<file path="src/inc/msr_defs.svh">
// Constants for the mirror control and source security status register block.
// Assumes an APB slave with 32-bit data; registers hold 16 bits in the low half.
// Contract
// - Unmonitored forwarding bit lets the monitor port also get its ordinary traffic.
// - Bits 7:6 hold the port 5 transmit mirror option.
// - Bits 5:4 hold the port 5 receive mirror option.
// - Bits 3:2 hold the port 4 transmit mirror option.
// - Bits 1:0 hold the port 4 receive mirror option.
// - Per-port intrusion flags in bits 11:6, cleared by a read.
// - Bits 11:6 of first status register show per-port first lock.
// - Bits 5:0 of first status register show ports closed by violation.
// - Bits 5:0 of second status register show per-port link lock events.
// - Transmit option: 00 off, 01 all, 10 destination match, 11 source match.
// - Receive option: 00 off, 01 all, 10 destination match, 11 source match.
// - Mirrored traffic goes to the port named by the assigned-port field.
`ifndef MSR_DEFS_SVH
`define MSR_DEFS_SVH
// Register indices as printed; byte address is four times the index
`define MSR_IDX_MIRR_CTRL 12'h137
`define MSR_IDX_SEC_STAT0 12'h139
`define MSR_IDX_SEC_VIOL 12'h138
`define MSR_IDX_SEC_STAT1 12'h13A
`define MSR_IDX_IRQ_STAT 12'h140
`define MSR_IDX_IRQ_MASK 12'h141
`define MSR_MIRR_CTRL_RST 16'h0000
`define MSR_BIT_ME 15
`define MSR_BIT_MCA 14
`define MSR_BIT_MRA 13
`define MSR_BIT_MPA 12
`define MSR_BIT_MLA 11
`define MSR_BIT_MSA 10
`define MSR_BIT_FORWARD_UNMONITORED_TO_MONITOR 8
`define MSR_LSB_PORT5_TX_MIRROR_OPTION 6
`define MSR_LSB_PORT5_RX_MIRROR_OPTION 4
`define MSR_LSB_PORT4_TX_MIRROR_OPTION 2
`define MSR_LSB_PORT4_RX_MIRROR_OPTION 0
`define MSR_LSB_PSI 6
`define MSR_LSB_FL 6
`define MSR_LSB_PL 0
`define MSR_LSB_LL 0
`define MSR_NPORT 6
`endif

</file>
<file path="src/inc/msr_pkg.sv">
// Types for the mirror control and source security status register block.
// Assumes the constants header is compiled alongside.
package msr_pkg;
    // Mirror option encoding, shared by receive and transmit fields
    typedef enum logic [1:0] {
        MSR_MIRR_OFF = 2'h0,
        MSR_MIRR_ALL = 2'h1,
        MSR_MIRR_DA = 2'h2,
        MSR_MIRR_SA = 2'h3
    } msr_mirr_opt_t;
    typedef logic [5:0] msr_port_vec_t;
endpackage : msr_pkg

</file>
<file path="src/core/msr_regs.sv">
// Mirror control and source security status registers with mirror decision logic.
// Assumes an APB master on clk_i and switch-core event pulses synchronous to clk_i.
`timescale 1ns/1ns
`include "msr_defs.svh"
module msr_regs (
    input wire logic clk_i, // System clock, 50 MHz
    input wire logic rst_i, // Synchronous reset, active high
    input wire logic psel_i, // APB select
    input wire logic penable_i, // APB enable
    input wire logic pwrite_i, // APB direction
    input wire logic [31:0] paddr_i, // APB byte address
    input wire logic [31:0] pwdata_i, // APB write data
    output logic [31:0] prdata_o, // APB read data
    output logic pready_o, // APB ready
    output logic pslverr_o, // APB error on unmapped address
    input wire msr_pkg::msr_port_vec_t intrusion_i, // Source intrusion pulses
    input wire msr_pkg::msr_port_vec_t first_lock_i, // Port locked an address
    input wire msr_pkg::msr_port_vec_t port_closed_i, // Port closed by violation
    input wire msr_pkg::msr_port_vec_t link_lock_i, // Link lock event pulses
    input wire logic [2:0] assigned_monitor_port_i, // Monitor port number
    input wire logic frm_valid_i, // Frame descriptor valid
    input wire logic [2:0] frm_src_port_i, // Receiving port
    input wire msr_pkg::msr_port_vec_t frm_dest_ports_i, // Ordinary destination ports
    input wire logic frm_da_match_i, // Destination equals assigned address
    input wire logic frm_sa_match_i, // Source equals assigned address
    input wire logic frm_crc_err_i, // Frame has CRC error
    input wire logic frm_rx_err_i, // Frame has receive error
    input wire logic frm_pause_i, // Frame is PAUSE
    input wire logic frm_long_i, // Frame is over-long
    input wire logic frm_short_i, // Frame is short
    output msr_pkg::msr_port_vec_t fwd_ports_o, // Final destination port set
    output logic fwd_valid_o, // Final port set valid
    output logic mirror_global_enable_o, // Mirror enable bit
    output logic irq_o // Level interrupt
);
    import msr_pkg::*;

    // ******************************
    // Register storage
    // ******************************
    logic [15:0] mirror_control_high_ports_q;
    msr_port_vec_t source_intrusion_flags_q;
    msr_port_vec_t link_lock_flags_q;
    logic [1:0] irq_stat_q;
    logic [1:0] irq_mask_q;
    msr_port_vec_t fwd_ports_q;
    logic fwd_valid_q;
    logic [31:0] prdata_q;

    // Access decode: printed offsets are indices, byte address is four times
    function automatic logic hit(input logic [31:0] a, input logic [11:0] idx);
        hit = (a[31:14] == 18'h00000) && (a[13:2] == idx) && (a[1:0] == 2'h0);
    endfunction : hit

    logic acc;
    logic wr;
    logic rd;
    logic mapped;
    logic rd_setup;
    assign acc = psel_i && penable_i;
    // Read data is loaded in the setup cycle so it stands at the access edge
    assign rd_setup = psel_i && !penable_i && !pwrite_i;
    assign wr = acc && pwrite_i;
    assign rd = acc && !pwrite_i;
    assign mapped = hit(paddr_i, `MSR_IDX_MIRR_CTRL) || hit(paddr_i, `MSR_IDX_SEC_STAT0)
        || hit(paddr_i, `MSR_IDX_SEC_VIOL) || hit(paddr_i, `MSR_IDX_SEC_STAT1)
        || hit(paddr_i, `MSR_IDX_IRQ_STAT) || hit(paddr_i, `MSR_IDX_IRQ_MASK);
    // Zero wait states keep the bus simple
    assign pready_o = 1'b1;
    assign pslverr_o = acc && !mapped;
    assign prdata_o = prdata_q;

    // Mirror control register, all sixteen bits writable
    always_ff @(posedge clk_i) begin
        if (rst_i) begin
            mirror_control_high_ports_q <= `MSR_MIRR_CTRL_RST;
        end else if (wr && hit(paddr_i, `MSR_IDX_MIRR_CTRL)) begin
            mirror_control_high_ports_q <= pwdata_i[15:0];
        end
    end

    // Intrusion flags: only reported bits clear, so events after the setup edge survive
    always_ff @(posedge clk_i) begin
        if (rst_i) begin
            source_intrusion_flags_q <= 6'h00;
        end else if (rd && hit(paddr_i, `MSR_IDX_SEC_VIOL)) begin
            source_intrusion_flags_q <= (source_intrusion_flags_q
                & ~prdata_q[`MSR_LSB_PSI +: 6]) | intrusion_i;
        end else begin
            source_intrusion_flags_q <= source_intrusion_flags_q | intrusion_i;
        end
    end

    // Link lock events are sticky until reset
    always_ff @(posedge clk_i) begin
        if (rst_i) begin
            link_lock_flags_q <= 6'h00;
        end else begin
            link_lock_flags_q <= link_lock_flags_q | link_lock_i;
        end
    end

    // Interrupt status: bit0 intrusion, bit1 link lock; write one to clear, set wins
    always_ff @(posedge clk_i) begin
        if (rst_i) begin
            irq_stat_q <= 2'h0;
        end else begin
            irq_stat_q <= (irq_stat_q & ~((wr && hit(paddr_i, `MSR_IDX_IRQ_STAT))
                ? pwdata_i[1:0] : 2'h0)) | {(|link_lock_i), (|intrusion_i)};
        end
    end

    // Interrupt mask
    always_ff @(posedge clk_i) begin
        if (rst_i) begin
            irq_mask_q <= 2'h0;
        end else if (wr && hit(paddr_i, `MSR_IDX_IRQ_MASK)) begin
            irq_mask_q <= pwdata_i[1:0];
        end
    end
    // A set mask bit blocks its status bit from the interrupt
    assign irq_o = |(irq_stat_q & ~irq_mask_q);

    // Read data mux, registered on the setup cycle
    always_ff @(posedge clk_i) begin
        if (rst_i) begin
            prdata_q <= 32'h00000000;
        end else if (rd_setup) begin
            prdata_q <= 32'h00000000;
            if (hit(paddr_i, `MSR_IDX_MIRR_CTRL)) begin
                prdata_q[15:0] <= mirror_control_high_ports_q;
            end
            if (hit(paddr_i, `MSR_IDX_SEC_STAT0)) begin
                prdata_q[`MSR_LSB_FL +: 6] <= first_lock_i;
                prdata_q[`MSR_LSB_PL +: 6] <= port_closed_i;
            end
            if (hit(paddr_i, `MSR_IDX_SEC_VIOL)) begin
                prdata_q[`MSR_LSB_PSI +: 6] <= source_intrusion_flags_q;
            end
            if (hit(paddr_i, `MSR_IDX_SEC_STAT1)) begin
                prdata_q[`MSR_LSB_LL +: 6] <= link_lock_flags_q;
            end
            if (hit(paddr_i, `MSR_IDX_IRQ_STAT)) begin
                prdata_q[1:0] <= irq_stat_q;
            end
            if (hit(paddr_i, `MSR_IDX_IRQ_MASK)) begin
                prdata_q[1:0] <= irq_mask_q;
            end
        end
    end

    // ******************************
    // Mirror decision
    // ******************************
    // Option match, shared by receive and transmit selections
    function automatic logic opt_hit(input logic [1:0] o, input logic da, input logic sa);
        unique case (msr_mirr_opt_t'(o))
            MSR_MIRR_OFF: opt_hit = 1'b0;
            MSR_MIRR_ALL: opt_hit = 1'b1;
            MSR_MIRR_DA: opt_hit = da;
            MSR_MIRR_SA: opt_hit = sa;
        endcase
    endfunction : opt_hit

    logic [1:0] p4_rx;
    logic [1:0] p4_tx;
    logic [1:0] p5_rx;
    logic [1:0] p5_tx;
    logic err_ok;
    logic sel;
    msr_port_vec_t mon_vec;
    assign p4_rx = mirror_control_high_ports_q[`MSR_LSB_PORT4_RX_MIRROR_OPTION +: 2];
    assign p4_tx = mirror_control_high_ports_q[`MSR_LSB_PORT4_TX_MIRROR_OPTION +: 2];
    assign p5_rx = mirror_control_high_ports_q[`MSR_LSB_PORT5_RX_MIRROR_OPTION +: 2];
    assign p5_tx = mirror_control_high_ports_q[`MSR_LSB_PORT5_TX_MIRROR_OPTION +: 2];
    assign mirror_global_enable_o = mirror_control_high_ports_q[`MSR_BIT_ME];
    // Faulty or special frames only mirror when their flag allows it
    assign err_ok = (!frm_crc_err_i || mirror_control_high_ports_q[`MSR_BIT_MCA])
        && (!frm_rx_err_i || mirror_control_high_ports_q[`MSR_BIT_MRA])
        && (!frm_pause_i || mirror_control_high_ports_q[`MSR_BIT_MPA])
        && (!frm_long_i || mirror_control_high_ports_q[`MSR_BIT_MLA])
        && (!frm_short_i || mirror_control_high_ports_q[`MSR_BIT_MSA]);
    // Ports 0-3 options live elsewhere; only ports 4 and 5 are selected here
    assign sel = mirror_global_enable_o && err_ok && (
        (frm_src_port_i == 3'h4 && opt_hit(p4_rx, frm_da_match_i, frm_sa_match_i))
        || (frm_src_port_i == 3'h5 && opt_hit(p5_rx, frm_da_match_i, frm_sa_match_i))
        || (frm_dest_ports_i[4] && opt_hit(p4_tx, frm_da_match_i, frm_sa_match_i))
        || (frm_dest_ports_i[5] && opt_hit(p5_tx, frm_da_match_i, frm_sa_match_i)));
    assign mon_vec = (assigned_monitor_port_i < 3'h6)
        ? msr_port_vec_t'(6'h01 << assigned_monitor_port_i) : 6'h00;

    // Forwarding result: monitor loses ordinary traffic only when ME is set and the forwarding bit is clear
    always_ff @(posedge clk_i) begin
        if (rst_i) begin
            fwd_ports_q <= 6'h00;
            fwd_valid_q <= 1'b0;
        end else begin
            fwd_valid_q <= frm_valid_i;
            if (sel) begin
                fwd_ports_q <= frm_dest_ports_i | mon_vec;
            end else if (mirror_global_enable_o
                && !mirror_control_high_ports_q[`MSR_BIT_FORWARD_UNMONITORED_TO_MONITOR]) begin
                fwd_ports_q <= frm_dest_ports_i & ~mon_vec;
            end else begin
                fwd_ports_q <= frm_dest_ports_i;
            end
        end
    end
    assign fwd_ports_o = fwd_ports_q;
    assign fwd_valid_o = fwd_valid_q;
endmodule : msr_regs

</file>
<file path="config.mk">
export PLATFORM = sky130hd
export DESIGN_NAME = msr_regs
export DESIGN_NICKNAME = d
export VERILOG_FILES = /design/src/inc/msr_pkg.sv /design/src/core/msr_regs.sv
export VERILOG_INCLUDE_DIRS = /design/src /design/src/inc
export SDC_FILE = /design/constraint.sdc
export NUM_CORES = 1
export LEC_CHECK = 0
export BUFFER_PORTS_ARGS = -buffer_cell sky130_fd_sc_hd__buf_4
export CORE_MARGIN = 2
export CORE_UTILIZATION = 41
export DETAILED_ROUTE_END_ITERATION = 8
export PLACE_DENSITY = 0.77
export SLEW_MARGIN = 20
export SYNTH_ARGS = -nofsm -noshare
export SYNTH_HDL_FRONTEND = slang
export SYNTH_SLANG_ARGS = --single-unit
</file>
<file path="constraint.sdc">
create_clock -name clk_i -period 2.5 [get_ports clk_i]
set_input_delay 0.375 -clock clk_i [delete_from_list [all_inputs] [get_ports clk_i]]
set_output_delay 0.375 -clock clk_i [all_outputs]
set_load 0.05 [all_outputs]
</file>
==> results.md <==
* Skew final at 6.482 ps
* Final WS setup at -238.5 ps
* Data required time at the worst endpoint at 2120 ps
* Max Slew Vio Count at 0
* Failing checks: setup timing
* Synth warn at 0
* Vias per inst at 5.296
* WHS at 271.7 ps
* Post CTS Setup Buffer Count at 0
* Worst setup SP type: input pin
* Crit Path Class: input pin to output pin
* Worst slew pin tran at 503.8 ps
* Endpoints failing setup at 1
* Yosys cell types at 49
* Total gr overflow at 0
* Post-synth EDFFs at 0
* Hold Vio Cnt, Final at 0
* Post-place setup slack at -292.6 ps
* Critical Path AT at 2360 ps
* Fin area at 0.004070 mm²
* Reg2reg path depth at 5
* # diodes at 0
* Top delay family on crit path: simple AND/OR/NAND/NOR gates
* Maximum fanout along the worst path at 2
* Part of the Yosys area used for sequential elements at 38.18%
* CP max stage delay at 540 ps
* Vias in the first global route at 2883
* Clk_lat worst skew at 310 ps
* Die area at 0.007721 mm²
* CTS tree: done
* Routed Wire Length at 8.623 mm
* Mapped Avg Cell Area at 7.901 µm²
* Rel. slew slack at 66.34%
* Placed Cells at 586
* Outcome: finished, violations left
* I/O pin total at 156
* Critical path's slowest cell: or4_4
* Worst path depth at 7
* R2R Path End: fwd_ports_o[0]
* Initial antenna violation count at 0
* Gp weighted congestion at 0.8689
* Worst-path clk slew at 100 ps
* Top_reg_cell synth: dfxtp_1
* Root Buffer: clkbuf_8
* I/O Buffers at 122
* WP buf/inv at 2
* Worst Hold End: link_lock_flags_q[5]
* Initial Utilization at 42.45%
* Largest net degree at the start of global routing at 40
* Post-Syn Instances at 365
* Nets@finish at 610
* Crit-path most repeated cell: buf_6
* Drt drc at 0
* Die H at 87.87 µm
* Via count at 3146
* Worst vdd ir at 0.2347 mV
* Total GRT Usage at 21.61%
* Longest Clk Path Bufs at 2
* Synthesis-to-finish area growth at 41.13%
* Htree depth at 2
* Placed cell area at 0.003953 mm²
* Chip Width at 87.87 µm
* First-pass DRT Iterations at 5
* Final period utilization at 109.5%
* Post-Layout Cell Count at 594
* Num rows at 30
* First-pass GRT wire length at 13.19 mm
* CP Capture Type: output pin
* Worst-path cell chain: buf_6 > or4b_4 > or4_4 > or2_4 > a221oi_4 > o22ai_4 > buf_6
* Average wire per standard cell at 14.52 µm
* Yosys reg bits at 55
* Crit path time final at 2738 ps
* Detail Placement HPWL at 6.721 mm
* Fmax at 0.3652 GHz
* Layout cells sized above 1 at 33.13%
* CTS buffer count at 5
* Antenna Nets Post-Route at 0
* Clock Sinks at 55
* Hold_sp: link_lock_i[5]
* Cell Pwr Density at 442.0 mW/mm²
* RSZ-0062 raised after global routing: true
* R2R Path Start: mirror_control_high_ports_q[4]
* Area of the mapped netlist at 0.002884 mm²
* Max Cap Viol at 0
* Ys async rst share at 0%
* Static Leak at 1.716 nW
* Hold WC Path Type: input pin to register
* R2R Setup Slk at 1050 ps
* Core Box Area at 0.006794 mm²
* Initial detailed-routing violation count at 202
* Worst hold path depth at 3
==> sequential cells by signal, indices dropped and copies added, names as in the netlist <==
register and count:
fwd_ports_o 6, link_lock_flags_q 6, mirror_control_high_ports_q 16, fwd_valid_o 1
irq_stat_q 2, irq_mask_q 2, source_intrusion_flags_q 6, prdata_o 16
==> layer usage <==
metal / part of all wire, % / GRT usage [%] / routed length, µm
met1: 41 / 28.29 / 3572
met2: 49 / 36.64 / 4196
met3: 8.4 / 3.864 / 722
met4: 1.5 / 5.874 / 132
met5: 0 / 0 / 0
==> worst max-delay path by stage <==
stage / to / startpoint
floorplan: pslverr_o / paddr_i[11]
global placement: pslverr_o / paddr_i[11]
detailed placement: pslverr_o / paddr_i[11]
CTS: pslverr_o / paddr_i[11]
global route: pslverr_o / paddr_i[11]
finish: pslverr_o / paddr_i[11]
==> power breakdown <==
group | internal [mW] | switching [mW] | leakage, nW
clock | 0.203 | 0.312 | 0.0461
combinational | 0.160 | 0.209 | 1.22
sequential | 0.902 | 0.0133 | 0.450
total | 1.27 | 0.534 | 1.72
==> synth_stat cells, types with 5 or more instances <==
| cell type | instances | area, µm² |
|---|---|---|
| clkbuf_1 | 12 | 45.04 |
| nor3_1 | 15 | 75.07 |
| buf_4 | 17 | 127.6 |
| nand2_1 | 50 | 187.7 |
| nor2_1 | 42 | 157.7 |
| and4b_1 | 9 | 90.09 |
| nand3_1 | 16 | 80.08 |
| nor2b_1 | 5 | 31.28 |
| mux2_2 | 6 | 67.56 |
| nor4_1 | 8 | 50.05 |
| a221oi_1 | 8 | 70.07 |
| dfxtp_1 | 55 | 1101 |
| nand2b_1 | 5 | 31.28 |
| o21ai_0 | 12 | 60.06 |
| o211ai_1 | 7 | 52.55 |
| a21oi_1 | 28 | 140.1 |
| inv_1 | 10 | 37.54 |
==> timing repair <==
action	in CTS	in global routing
endpoints found under the setup margin	1	1
pin swaps	1	1
gates resized for setup	3	2
hold buffers	0	0
==> area by class of cell <==
cell class                      count  area [µm²]
Clock inverter                      3       23.77
Multi-Input combinational cell    283        1642
Clock buffer                        5       68.82
Timing Repair Buffer              142        1077
Inverter                           10       37.54
Tap cell                           96       120.1
Fill cell                         626        2724
Sequential cell                    55        1101
==> logic make-up after synthesis <==
family | count (synthesis) | synth area share, %
compound gates | 78 | 16.96
flops | 55 | 38.18
simple gates | 180 | 33.54
buf+inv | 42 | 8.026
other cells | 2 | 0.2604
mux | 8 | 3.037
==> placed cells by master (no fill, tap or decap), types with 5 or more instances in the layout <==
cell	Yosys	layout
a21oi_1	28	28
a221oi_1	8	7
and4b_1	9	9
buf_4	17	139
clkbuf_8	0	5
conb_1	2	17
dfxtp_1	55	55
inv_1	10	10
mux2_2	6	6
nand2_1	50	50
nand2b_1	5	5
nand3_1	16	16
nor2_1	42	42
nor2b_1	5	5
nor3_1	15	15
nor4_1	8	8
o211ai_1	7	7
o21ai_0	12	12
==> tightest hold or removal path, stage by stage <==
cell and delay (ps):
buf_4 80, nor2_1 30, nor2_1 60
==> through the flow <==
stage	total power [mW]	setup TNS, ps	utilization [%]
floorplan	1.142	-148.7	-
global placement	1.296	-269.4	58.18
detailed placement	1.300	-292.6	58.18
CTS	1.803	-270.2	59.71
global route	1.872	-283.3	59.91
finish	1.799	-238.5	59.91
(Power assumes the default switching activity.)
